## config.mk

```make
export PLATFORM = sky130hd
export DESIGN_NAME = orl_top
export DESIGN_NICKNAME = d
export VERILOG_FILES = /design/src/inc/orl_pkg.sv /design/src/rtl/orl_top.sv /design/src/rtl/orl_channel.sv
export SDC_FILE = /design/constraint.sdc
export NUM_CORES = 1
export LEC_CHECK = 0
export ABC_AREA = 1
export BUFFER_PORTS_ARGS = -buffer_cell sky130_fd_sc_hd__buf_2
export CAP_MARGIN = 20
export CORE_ASPECT_RATIO = 0.6
export CORE_MARGIN = 3
export CORE_UTILIZATION = 51
export CTS_CLUSTER_SIZE = 40
export DETAILED_ROUTE_END_ITERATION = 10
export MAX_ROUTING_LAYER = met4
export PLACE_DENSITY = 0.72
export SETUP_SLACK_MARGIN = 0.02
export SLEW_MARGIN = 20
export SYNTH_ARGS = -nofsm -noshare
export SYNTH_HDL_FRONTEND = slang
export SYNTH_SLANG_ARGS = --single-unit
```

## constraint.sdc

```tcl
create_clock -name mclk_i -period 1.9 [get_ports mclk_i]
set_input_delay 0.285 -clock mclk_i [delete_from_list [all_inputs] [get_ports mclk_i]]
set_output_delay 0.285 -clock mclk_i [all_outputs]
set_load 0.02 [all_outputs]
```

## src/inc/orl_pkg.sv

```systemverilog
package orl_pkg;
   localparam int unsigned NUM_TRIG = 7;
   localparam int unsigned NUM_CH = 4;
   localparam int unsigned TMR_W = 24;
   // tick = one mclk_i cycle at 50 MHz
   localparam int unsigned CLK_HZ = 50_000_000;
   localparam int unsigned BOOT_US = 100;
   localparam int unsigned BOOT_CYC = (BOOT_US * (CLK_HZ / 1_000_000));
   localparam logic [0:0] RST_CONTACT = 1'h0;
   localparam logic [0:0] RST_LATCH = 1'h0;
   typedef enum logic [1:0] {
      ORL_LIFE_BOOT = 2'b00,
      ORL_LIFE_OK = 2'b01,
      ORL_LIFE_FAULT = 2'b10
   } orl_life_t;
endpackage

```

## src/rtl/orl_top.sv

```systemverilog
// Overview of operation
// seven triggers OR into collective state
// per-trigger inversion before the OR
// unassigned slot always contributes zero
// channel inversion complements collective result
// no slots assigned forces state zero
// operating mode picks working or closed circuit
// unlatched contact follows collective state
// latched state held until valid ack
// ack needs triggers off and delay expired
// per-channel ack input resets its latch
// unlatch config or no slots releases
// minimum hold time after each change
// latched states restored after restart
// clear key acts as acknowledgment
// group ack signal acks all relays
// supervisory command acks all relays
// group and supervisory need remote reset
// life contact off at boot, on when healthy
// everything synchronous on one clock
// acks ORed, early ack ignored
`timescale 1ns/1ns
`default_nettype none
module orl_top #(
   parameter int unsigned BOOT_CYCLES = orl_pkg::BOOT_CYC
) (
   input wire logic mclk_i,
   input wire logic rst_i,
   input wire logic ce_i,
   input wire logic [orl_pkg::NUM_CH*orl_pkg::NUM_TRIG-1:0] trig_i,
   input wire logic [orl_pkg::NUM_CH*orl_pkg::NUM_TRIG-1:0] assigned_i,
   input wire logic [orl_pkg::NUM_CH*orl_pkg::NUM_TRIG-1:0] trig_inv_i,
   input wire logic [orl_pkg::NUM_CH-1:0] coll_inv_i,
   input wire logic [orl_pkg::NUM_CH-1:0] closed_circuit_i,
   input wire logic [orl_pkg::NUM_CH-1:0] latched_i,
   input wire logic [orl_pkg::NUM_CH-1:0] ack_ch_i,
   input wire logic [orl_pkg::NUM_CH*orl_pkg::TMR_W-1:0] t_hold_i,
   input wire logic [orl_pkg::NUM_CH*orl_pkg::TMR_W-1:0] t_off_i,
   input wire logic clear_key_i,
   input wire logic ack_all_outputs_signal_i,
   input wire logic scada_ack_all_i,
   input wire logic remote_reset_en_i,
   input wire logic restore_i,
   input wire logic [orl_pkg::NUM_CH-1:0] restore_state_i,
   input wire logic internal_fault_i,
   output logic [orl_pkg::NUM_CH-1:0] contact_o,
   output logic [orl_pkg::NUM_CH-1:0] state_o,
   output logic [orl_pkg::NUM_CH-1:0] latch_o,
   output logic life_contact_relay_o,
   output logic life_led_o
);
   // panel key, group ack signal and fault inputs pass a two-stage synchroniser
   logic [1:0] key_s1_ff;
   logic [1:0] key_s2_ff;
   logic [1:0] flt_ff;
   logic group_ack;
   logic [orl_pkg::NUM_CH-1:0] ack_ch;
   orl_pkg::orl_life_t life_ff;
   orl_pkg::orl_life_t nxt_life;
   logic [31:0] boot_ff;

   always_ff @(posedge mclk_i) begin
      if (rst_i) begin
         key_s1_ff <= 2'h0;
         key_s2_ff <= 2'h0;
      end else if (ce_i) begin
         key_s1_ff <= {clear_key_i, ack_all_outputs_signal_i};
         key_s2_ff <= key_s1_ff;
      end
   end

   // only flt_ff[1] is read, the first stage may be metastable
   always_ff @(posedge mclk_i) begin
      if (rst_i) begin
         flt_ff <= 2'h0;
      end else if (ce_i) begin
         flt_ff <= {flt_ff[0], internal_fault_i};
      end
   end

   // remote paths are gated, the panel key is not
   assign group_ack = key_s2_ff[1]
      | (remote_reset_en_i & (key_s2_ff[0] | scada_ack_all_i));

   genvar c;
   generate
      for (c = 0; c < orl_pkg::NUM_CH; c++) begin : g_ch
         assign ack_ch[c] = ack_ch_i[c] | group_ack;
         orl_channel u_ch (
            .mclk_i(mclk_i),
            .rst_i(rst_i),
            .ce_i(ce_i),
            .trig_i(trig_i[c*orl_pkg::NUM_TRIG +: orl_pkg::NUM_TRIG]),
            .assigned_i(assigned_i[c*orl_pkg::NUM_TRIG +: orl_pkg::NUM_TRIG]),
            .trig_inv_i(trig_inv_i[c*orl_pkg::NUM_TRIG +: orl_pkg::NUM_TRIG]),
            .coll_inv_i(coll_inv_i[c]),
            .closed_circuit_i(closed_circuit_i[c]),
            .latched_i(latched_i[c]),
            .ack_i(ack_ch[c]),
            .t_hold_i(t_hold_i[c*orl_pkg::TMR_W +: orl_pkg::TMR_W]),
            .t_off_i(t_off_i[c*orl_pkg::TMR_W +: orl_pkg::TMR_W]),
            .restore_i(restore_i),
            .restore_state_i(restore_state_i[c]),
            .state_o(state_o[c]),
            .latch_o(latch_o[c]),
            .contact_o(contact_o[c])
         );
      end
   endgenerate

   always_comb begin
      nxt_life = life_ff;
      unique case (life_ff)
         orl_pkg::ORL_LIFE_BOOT: begin
            if (boot_ff >= BOOT_CYCLES && !flt_ff[1]) begin
               nxt_life = orl_pkg::ORL_LIFE_OK;
            end
         end
         orl_pkg::ORL_LIFE_OK: begin
            if (flt_ff[1]) begin
               nxt_life = orl_pkg::ORL_LIFE_FAULT;
            end
         end
         orl_pkg::ORL_LIFE_FAULT: begin
            if (!flt_ff[1]) begin
               nxt_life = orl_pkg::ORL_LIFE_OK;
            end
         end
         default: begin
            nxt_life = orl_pkg::ORL_LIFE_BOOT;
         end
      endcase
   end

   always_ff @(posedge mclk_i) begin
      if (rst_i) begin
         life_ff <= orl_pkg::ORL_LIFE_BOOT;
      end else if (ce_i) begin
         life_ff <= nxt_life;
      end
   end

   // saturates so a long run cannot wrap back into the boot window
   always_ff @(posedge mclk_i) begin
      if (rst_i) begin
         boot_ff <= 32'h0;
      end else if (ce_i) begin
         if (boot_ff < BOOT_CYCLES) begin
            boot_ff <= boot_ff + 32'h1;
         end
      end
   end

   always_ff @(posedge mclk_i) begin
      if (rst_i) begin
         life_contact_relay_o <= 1'h0;
         life_led_o <= 1'h0;
      end else if (ce_i) begin
         life_contact_relay_o <= (nxt_life == orl_pkg::ORL_LIFE_OK);
         life_led_o <= (nxt_life == orl_pkg::ORL_LIFE_OK);
      end
   end
endmodule
`default_nettype wire

```

## src/rtl/orl_channel.sv

```systemverilog
`timescale 1ns/1ns
`default_nettype none
module orl_channel (
   input wire logic mclk_i,
   input wire logic rst_i,
   input wire logic ce_i,
   input wire logic [orl_pkg::NUM_TRIG-1:0] trig_i,
   input wire logic [orl_pkg::NUM_TRIG-1:0] assigned_i,
   input wire logic [orl_pkg::NUM_TRIG-1:0] trig_inv_i,
   input wire logic coll_inv_i,
   input wire logic closed_circuit_i,
   input wire logic latched_i,
   input wire logic ack_i,
   input wire logic [orl_pkg::TMR_W-1:0] t_hold_i,
   input wire logic [orl_pkg::TMR_W-1:0] t_off_i,
   input wire logic restore_i,
   input wire logic restore_state_i,
   output logic state_o,
   output logic latch_o,
   output logic contact_o
);
   logic [orl_pkg::NUM_TRIG-1:0] eff;
   logic any_asg;
   logic coll;
   logic latch_ff;
   logic state_ff;
   logic contact_ff;
   logic [orl_pkg::TMR_W-1:0] hold_ff;
   logic [orl_pkg::TMR_W-1:0] off_ff;
   logic desired;
   logic released;

   genvar g;
   generate
      for (g = 0; g < orl_pkg::NUM_TRIG; g++) begin : g_trig
         // unassigned slot reads zero whatever its inversion
         assign eff[g] = assigned_i[g] & (trig_i[g] ^ trig_inv_i[g]);
      end
   endgenerate

   assign any_asg = |assigned_i;
   assign coll = any_asg & ((|eff) ^ coll_inv_i);
   // release retention: triggers quiet and t-off expired
   assign released = !coll && (off_ff == '0);

   always_ff @(posedge mclk_i) begin
      if (rst_i) begin
         off_ff <= '0;
      end else if (ce_i) begin
         if (coll) begin
            off_ff <= t_off_i;
         end else if (off_ff != '0) begin
            off_ff <= off_ff - orl_pkg::TMR_W'(1);
         end
      end
   end

   // a stale ack is dropped, never queued
   always_ff @(posedge mclk_i) begin
      if (rst_i) begin
         latch_ff <= orl_pkg::RST_LATCH;
      end else if (ce_i) begin
         if (restore_i) begin
            latch_ff <= restore_state_i;
         end else if (!latched_i || !any_asg) begin
            if (released) begin
               latch_ff <= 1'b0;
            end
         end else if (coll) begin
            latch_ff <= 1'b1;
         end else if (ack_i && released) begin
            latch_ff <= 1'b0;
         end
      end
   end

   // a latch still waiting for its release keeps the contact up after unlatching
   assign desired = coll | latch_ff;

   // hold timer blocks any change until t-hold has elapsed
   always_ff @(posedge mclk_i) begin
      if (rst_i) begin
         state_ff <= orl_pkg::RST_CONTACT;
         hold_ff <= '0;
      end else if (ce_i) begin
         if (hold_ff != '0) begin
            hold_ff <= hold_ff - orl_pkg::TMR_W'(1);
         end else if (desired != state_ff) begin
            state_ff <= desired;
            hold_ff <= t_hold_i;
         end
      end
   end

   always_ff @(posedge mclk_i) begin
      if (rst_i) begin
         contact_ff <= orl_pkg::RST_CONTACT;
      end else if (ce_i) begin
         contact_ff <= state_ff ^ closed_circuit_i;
      end
   end

   assign state_o = state_ff;
   assign latch_o = latch_ff;
   assign contact_o = contact_ff;
endmodule
`default_nettype wire

```

## Yosys cells after proc, flatten, opt, wreduce, memory -nomap -nowiden

Index checks and enable logic that the tools add are counted.

| word-level totals | value |
|---|---|
| register bits | 245 |
| logic and storage cells | 247 |

| cells by class | value |
|---|---|
| add/sub/neg operators | 9 |
| $lt $le $gt $ge | 2 |
| eq/ne operators | 11 |
| multiplexer cells | 40 |
| bitwise operators | 83 |
| reduce and logical (&&, ||, !) cells | 76 |

Operators with widths:

| kind | number |
|---|---|
| $mux 24 | 16 |
| $reduce_bool 24->1 | 8 |
| $sub 24x1->24 const B | 8 |
| $logic_not 24->1 | 4 |
| $reduce_or 7->1 | 8 |
| $xor 1x1->1 | 36 |
| $and 1x1->1 | 33 |
| $add 32x1->32 const B | 1 |
| $ge 32x13->1 const B | 1 |
| $lt 32x13->1 const B | 1 |
| $reduce_and 3->1 | 8 |
| $mux 1 | 20 |
| $reduce_and 2->1 | 9 |
| $reduce_bool 2->1 | 8 |
| $reduce_bool 4->1 | 4 |
| $logic_not 1->1 | 13 |
| $ne 3x2->1 const B | 4 |
| $or 1x1->1 | 10 |
| $logic_and 1x1->1 | 9 |
| $mux 2 | 3 |
| $pmux 2 s3 | 1 |
| $eq 2x1->1 const B | 2 |
| $logic_or 1x1->1 | 4 |
| $ne 1x1->1 | 4 |
| 3 further kinds | 6 |

## Depth between registers and ports, before layout

Gate-level depths: netlist of the first run.

| logic depth | value |
|---|---|
| depth in word-level cells | 12 |
| gate-level depth with buffers | 16 |

## By module

Synthesis of the first run repeated with hierarchy kept, for this count alone.

| second synthesis, totals | value |
|---|---|
| cell total of the unflattened synthesis | 2970 |
| area, all modules | 18412.7 sq um |

Modules (own cells, without submodules):

| module | instances | cells an instance | area an instance (sq um) | seq. area each (sq um) |
|---|---|---|---|---|
| orl_channel | 4 | 673 | 4102.7 | 1021.0 |
| orl_top | 1 | 278 | 2001.9 | 820.8 |

## Least setup slack after synthesis of the first run

Ideal clock, no wire load.

| timing | value |
|---|---|
| kind | reg2reg |
| start point | register g_ch[0].u_ch.off_ff[0] (netlist bit) |
| end point | register g_ch[0].u_ch.off_ff[20] (netlist bit) |
| library setup time | 116 ps |
| arrival | 1607 ps |
| data required time | 1784 ps |
| setup slack | 177 ps |
| stages on the path, launching flop included | 14 |
| buffers on the path | 0 |
| cell sequence | dfxtp_1 inv_1 ha_1 inv_1 nor2_1 nand2_1 nor2_2 nand2_1 nor2_2 nand2_1 xnor2_1 nand2_1 nand3_1 o211a_1 |

| between the ends | value |
|---|---|
| cells in the longest elaborated chain, start to end | 3 |
| elaborated cells on any way between the ends | 6 |

RTL lines:

| element | line | RTL |
|---|---|---|
| start: declaration | orl_channel.sv:29 | `logic [orl_pkg::TMR_W-1:0] off_ff;` |
| start signal: assignment | orl_channel.sv:51 | `off_ff <= t_off_i;` |
| start signal: assignment | orl_channel.sv:53 | `off_ff <= off_ff - orl_pkg::TMR_W'(1);` |
| $sub 24x1->24 or $reduce_bool 24->1 (tied branches) | orl_channel.sv:53, orl_channel.sv:52 |  |
| $mux 24 or $reduce_bool 2->1 (tied branches) | n/a |  |
| $mux 24 or $reduce_and 2->1 (tied branches) | n/a |  |

Parallel ways exist; a longest one is shown, timed or not. The select of a mux whose other input is x is not followed.
A chain may end at the register's enable or synchronous reset.

## Worst setup path after layout of the first run

| timing | value |
|---|---|
| start point | register g_ch[3].u_ch.hold_ff[18] (netlist bit) |
| end point | register g_ch[3].u_ch.hold_ff[0] (netlist bit) |

| between the ends | value |
|---|---|
| cells in the longest elaborated chain, start to end | 3 |
| elaborated cells on any way between the ends | 4 |

RTL lines:

| element | line | RTL |
|---|---|---|
| start: declaration | orl_channel.sv:28 | `logic [orl_pkg::TMR_W-1:0] hold_ff;` |
| start signal: assignment | orl_channel.sv:87 | `hold_ff <= hold_ff - orl_pkg::TMR_W'(1);` |
| start signal: assignment | orl_channel.sv:90 | `hold_ff <= t_hold_i;` |
| $reduce_bool 24->1 * | orl_channel.sv:86 | `if (hold_ff != '0) begin` |
| $reduce_bool 2->1 (no line) | n/a |  |
| $reduce_and 2->1 (no line) | n/a |  |

Every way passes the cells marked *; elsewhere a longest branch is shown, timed or not.

==> impl_metrics.toml, run 1 <==
[outcome]
outcome = "finished, final reports clean"

[timing]
period_share_pct = 96.9
fmax_mhz = 543
finClkSkew_ns = 0.0154
slew_viol_final = 0
slew_headroom_pct = 48.5
worstMarginPinSlew_ns = 0.773
setup_ws_ns = 0.0590
min_period_ns = 1.84
hold_viol_final = 0
setup_viol = 0
rsz0062_at_grt = "true"

[power]
p_leak_nw = 10.9
power_mw = 16.4
power_density_nw_per_um2 = 738
ir_drop_mv = 0.756

[routing]
drc = 0
drtIter0Drc = 1478
num_vias = 19300
viasPerCell = 5.30
wire_per_inst_um = 15.2
drtAntennaViolNets = 0
drt-total-wl_um = 55400
dr.pass1.iters = 7

[synth]
ys_ff_latch = 245
synth_xor_area_share_pct = 6.75
synth_compound_area_share_pct = 13.8
synth_cell_type_count = 51
synth-edff-count = 0
yosys.area_share.simple_pct = 38.2
synth_top_family_by_area = "simple AND/OR/NAND/NOR gates"
ys.flop_type = "dfxtp_1"
synth.avg_cell_area_sq_um = 6.24
syn-cell-area_sq_um = 17100
yosysSeqAreaShare_pct = 28.6
synth_adder_area_share_pct = 1.31
yosys_warnings = 0
syn_inst = 2747
async_flop_share_pct = 0
synthMuxAreaShare_pct = 1.34
syn_nets = 3070

[floorplanning]
die_w_um = 243
dieArea_sq_um = 35900
core-area_sq_um = 32700
die_h_um = 148
io_pins = 319
fp-row-count = 51
start_util_pct = 52.3

[layout]
drive_gt1_share_pct = 24.5
finalInstanceArea_sq_um = 22200
mostFrequentLayoutCells = "nand2_1, nor2_1, buf_2, inv_1, dfxtp_1"
layout.nets = 3492
fill_cells = 2940
final_common_cell = "nand2_1"
area_delta_synth_final_pct = 29.4

[hold_path]
min_path_type = "input pin to flip-flop"

[global_route]
grtUsageTotal_pct = 29.4
grt_pass1_vias = 17600
grt_max_degree = 75
grt_pass1_wl_um = 86200
grt_remaining_overflow = 0
antenna_found_initial = 5

[cts]
clockBufferDepth = 3
clk_latency_ns = 0.56
cts_tree = "built"
cts_root_buffer = "clkbuf_16"
cts.sinks = 245
cts_buffers = 26
cts.clk_slew.worst_paths_ns = 0.07
h-tree-depth = 1

[setup_path]
crit_arrival_ns = 2.32
critPathKind = "flip-flop to flip-flop"
crit_required_ns = 2.38
worstSetupEndpointType = "flip-flop"
cp_max_fo = 16
cp-start-kind = "flip-flop"

[job]
cap_violations = 0

[placed_design]
port_buffers = 318
dp_slack_ns = -0.121
place_area_sq_um = 19900
place_congestion = 0.977
hpwl_um = 40300
[synthesized netlist by cell type (7+ instances only)]
| cell type | count | area share (%) |
|---|---|---|
| nand2_1 | 677 | 15 |
| nor2_1 | 480 | 11 |
| inv_1 | 252 | 5.5 |
| dfxtp_1 | 245 | 29 |
| nand3_1 | 188 | 5.5 |
| o21ai_0 | 166 | 4.9 |
| a21oi_1 | 162 | 4.7 |
| xor2_1 | 89 | 4.6 |
| buf_2 | 54 | 1.6 |
| xnor2_1 | 43 | 2.2 |
| nor3_1 | 34 | 0.99 |
| clkbuf_1 | 31 | 0.68 |
| nand3b_1 | 31 | 1.4 |
| nand4_1 | 31 | 1.1 |
| o211a_1 | 29 | 1.7 |
| mux2i_1 | 23 | 1.3 |
| o21ai_1 | 22 | 0.64 |
| buf_4 | 21 | 0.92 |
| ha_1 | 18 | 1.3 |
| inv_2 | 16 | 0.35 |
| nor2_2 | 16 | 0.58 |
| nor4_1 | 14 | 0.51 |
| buf_1 | 12 | 0.26 |
| nand3_2 | 10 | 0.58 |
| buf_6 | 9 | 0.59 |
| a211oi_2 | 7 | 0.51 |
[cell families after synthesis]
logic type      after synthesis
simple gates               1516
compound gates              415
buf+inv                     398
flops                       245
xor+xnor                    132
mux                          23
fa+ha+maj                    18
[what timing repair did]
| item | in CTS | in global routing |
|---|---|---|
| hold buffers | 9 | 0 |
| endpoints found under the setup margin | 37 | 190 |
| endpoints found under the hold margin | 9 | 0 |
| setup buffers | 0 | 40 |
| resized for setup | 5 | 224 |
| pin swaps | 0 | 60 |
| gates cloned | 0 | 10 |
[metrics by stage]
stage	util, %	cells	hold slack, ns	setup TNS, ns
4_1_cts	64.1	3588	0.000773	0
3_5_place_dp	60.9	3532	0.413	-4.05
2_1_floorplan	-	2747	0.403	0
6_report	67.7	3643	0.0131	0
3_3_place_gp	60.9	3532	0.410	-1.26
5_1_grt	67.7	3643	0.0166	-0.756
[worst max-delay path: stages (launching register included)]
cell,delay [ns]
dfxtp_1,0.31
nor2_1,0.21
nand2_1,0.16
nor3_2,0.19
nand3_2,0.15
clkinv_4,0.12
nand3_4,0.17
buf_12,0.20
nand3b_1,0.09
nand2_1,0.07
nor2_1,0.09
[state kept, by name (all words and copies together), names as in the netlist]
name                 flops
life_ff                  2
flt_ff                   2
g_ch.u_ch.hold_ff       96
key_s1_ff                2
g_ch.u_ch.state_o        4
life_led_o               1
g_ch.u_ch.contact_o      4
key_s2_ff                2
g_ch.u_ch.off_ff        96
g_ch.u_ch.latch_o        4
boot_ff                 32
[path summary, 6_finish.rpt]
check                      startpoint                      end  slack, ns  cells after the start
max          g_ch[3].u_ch.hold_ff[18]  g_ch[3].u_ch.hold_ff[0]       0.06                     10
min                       t_off_i[46]  g_ch[1].u_ch.off_ff[22]       0.01                      3
max reg2reg  g_ch[3].u_ch.hold_ff[18]  g_ch[3].u_ch.hold_ff[0]       0.06                     10
min reg2reg               boot_ff[31]              boot_ff[31]       0.42                      2
[power by group]
group	internal, mW	switching (mW)
Sequential	5.53	0.426
Clock	3.20	2.26
Combinational	2.12	2.81
[area by class of cell]
type	count	area (sq um)	share of cell area (%)
Inverter	271	1050	4.75
Clock buffer	36	759	3.43
Tap cell	450	563	2.54
Multi-Input combinational cell	2104	11100	50.0
Sequential cell	245	4940	22.3
Antenna cell	5	12.5	0.0564
Timing Repair Buffer	521	3610	16.3
Clock inverter	11	148	0.666
[metal layers]
layer,vias to the layer above,global-route usage [%],part of all wire [%]
met4,0,7.34,2.1
li1,9696,-,-
met2,669,46.0,45
met5,-,-,0
met3,78,4.44,6.8
met1,8854,40.0,46
(Power assumes the default switching activity.)
==> inputs of run 2 (changes only) <==
SETUP_SLACK_MARGIN = 0.4   (was 0.02)
==> run 2 against run 1 <==
The run now ends with negative setup slack left. Critical endpoint is now g_ch[2].u_ch.hold_ff[22]. Final area rose by 14%. Largest power group is now combinational logic. Non-clock buffer count rose by 113. Sequential power rose by 1%.
==> impl_metrics.toml, run 2 (synthesized netlist as in run 1, its figures left out) <==
[global_route]
grt_pass1_vias = 18900
grt_max_degree = 63
grtUsageTotal_pct = 33.4
antenna_found_initial = 7
grt_use_met2_pct = 51.1
gr-usage-met3_pct = 4.44
use_met1_pct = 46.5
grt_pass1_wl_um = 96600
busiest_layer = "met2"
grt_remaining_overflow = 0

[setup_path]
cp_max_fo = 2
path_depth = 14
setup.worst_path.end = "g_ch[2].u_ch.hold_ff[22]"
cpLargestDelayFamily = "simple AND/OR/NAND/NOR gates"
worst-path-buf-inv = 5
crit_top_cell = "buf_4"
crit_required_ns = 2.34
path_cells = "nor2_4, buf_4, buf_4, buf_4, buf_4, buf_4, nand2_1, nor2_1, nand3_1, xnor2_1, mux2i_1, nand3_1, nand2_1, nor2_1"
max_stage_delay_ns = 0.35
worstSetupEndpointType = "flip-flop"
startpoint = "g_ch[2].u_ch.hold_ff[7]"
r2r_start = "g_ch[2].u_ch.hold_ff[7]"
r2r_end = "g_ch[2].u_ch.hold_ff[22]"
reg2reg_slack_ns = -0.21
crit_arrival_ns = 2.54
cp-start-kind = "flip-flop"
critPathKind = "flip-flop to flip-flop"
slowest_stage = "dfxtp_4"
r2r_cells = 14

[timing]
fmax_mhz = 474
period_share_pct = 111
setup_viol = 8
rsz0062_at_grt = "true"
worstMarginPinSlew_ns = 0.525
finClkSkew_ns = 0.00912
setup_ws_ns = -0.208
hold_viol_final = 0
slew_headroom_pct = 64.7
setup_tns_ns = -0.496
slew_viol_final = 0
min_period_ns = 2.11

[cts]
h-tree-depth = 1
clockBufferDepth = 3
clk_latency_ns = 0.54
cts_root_buffer = "clkbuf_16"
cts_buffers = 25
cts.sinks = 245
cts_tree = "built"
cts.clk_slew.worst_paths_ns = 0.07

[routing]
dr.pass1.iters = 7
wire_per_inst_um = 17.4
drc = 0
num_vias = 20700
drtAntennaViolNets = 0
drt-total-wl_um = 65500
viasPerCell = 5.49
drtIter0Drc = 1826

[placed_design]
place_congestion = 0.976
hpwl_um = 42400
port_buffers = 318

[outcome]
violations = "negative setup slack"
outcome = "complete, but fails checks"

[power]
p_leak_nw = 12.0
power_density_nw_per_um2 = 690
ir_drop_mv = 0.600

[floorplanning]
die_h_um = 148
die_w_um = 243
core-area_sq_um = 32700
io_pins = 319
fp-row-count = 51
start_util_pct = 52.3
dieArea_sq_um = 35900

[layout]
regArea_sq_um = 5040
layout.nets = 3616
multiInputGateArea_sq_um = 12700
mostFrequentLayoutCells = "nand2_1, nor2_1, buf_2, buf_4, inv_1"
fill_cells = 2435
final_common_cell = "nand2_1"
drive_gt1_share_pct = 39.2
utilization_pct = 77.2
area_delta_synth_final_pct = 47.5
reg_top3 = "g_ch.u_ch.hold_ff: 96 flops, g_ch.u_ch.off_ff: 96 flops, boot_ff: 32 flops"

[job]
cap_violations = 0

[hold_path]
min_path_type = "input pin to flip-flop"
run 2: cell type report:
type	count	area share, %
Inverter	271	4.74
Sequential cell	245	19.9
Clock buffer	26	2.53
Tap cell	450	2.23
Antenna cell	7	0.0693
Timing Repair inverter	7	0.262
Timing Repair Buffer	634	19.4
Clock inverter	18	0.822
Multi-Input combinational cell	2109	50.1
run 2: through the flow:
stage	setup WS, ns	cell area, sq um	std cells	total power [mW]	hold WS (ns)
6_report	-0.208	25300	3767	17.4	0.0218
5_1_grt	-0.238	25300	3767	18.3	0.0243
4_1_cts	0.0588	23500	3699	16.7	0.000970
3_5_place_dp	-0.0916	20800	3549	10.7	0.412
3_3_place_gp	-0.0461	20800	3549	10.6	0.411
2_1_floorplan	0.226	18000	2747	9.18	0.403
run 2: worst min path at each step:
stage	from	end	slack (ns)	cells past startpoint
after CTS	restore_state_i[2]	g_ch[2].u_ch.latch_o	0.001	3
after floorplan	boot_ff[15]	boot_ff[15]	0.40	2
after global placement	boot_ff[28]	boot_ff[28]	0.41	2
final	t_off_i[93]	g_ch[3].u_ch.off_ff[21]	0.02	3
after global routing	t_off_i[93]	g_ch[3].u_ch.off_ff[21]	0.02	3
after detailed placement	boot_ff[15]	boot_ff[15]	0.41	2
run 2: layer usage:
metal,routed length [um],up-vias
met4,1920,0
met2,29600,968
met3,5780,149
li1,-,9945
met5,0,-
met1,28200,9618
run 2: power by group:
| part | internal, mW | total, mW | switching, mW |
|---|---|---|---|
| clock | 3.00 | 5.34 | 2.34 |
| combinational | 2.63 | 6.07 | 3.44 |
| sequential | 5.54 | 6.02 | 0.479 |
| total | 11.2 | 17.4 | 6.26 |
run 2: repair_timing:
item	CTS	global route
endpoints found under the setup margin	216	220
cloned	16	17
hold endpoints to repair	5	0
hold buffers	5	0
pin swaps	102	126
resized for setup	263	335
setup buffers	85	44
run 2: tightest hold or removal path, stage by stage:
cell,delay [ns]
buf_2,0.08
a21oi_2,0.04
a21oi_1,0.12
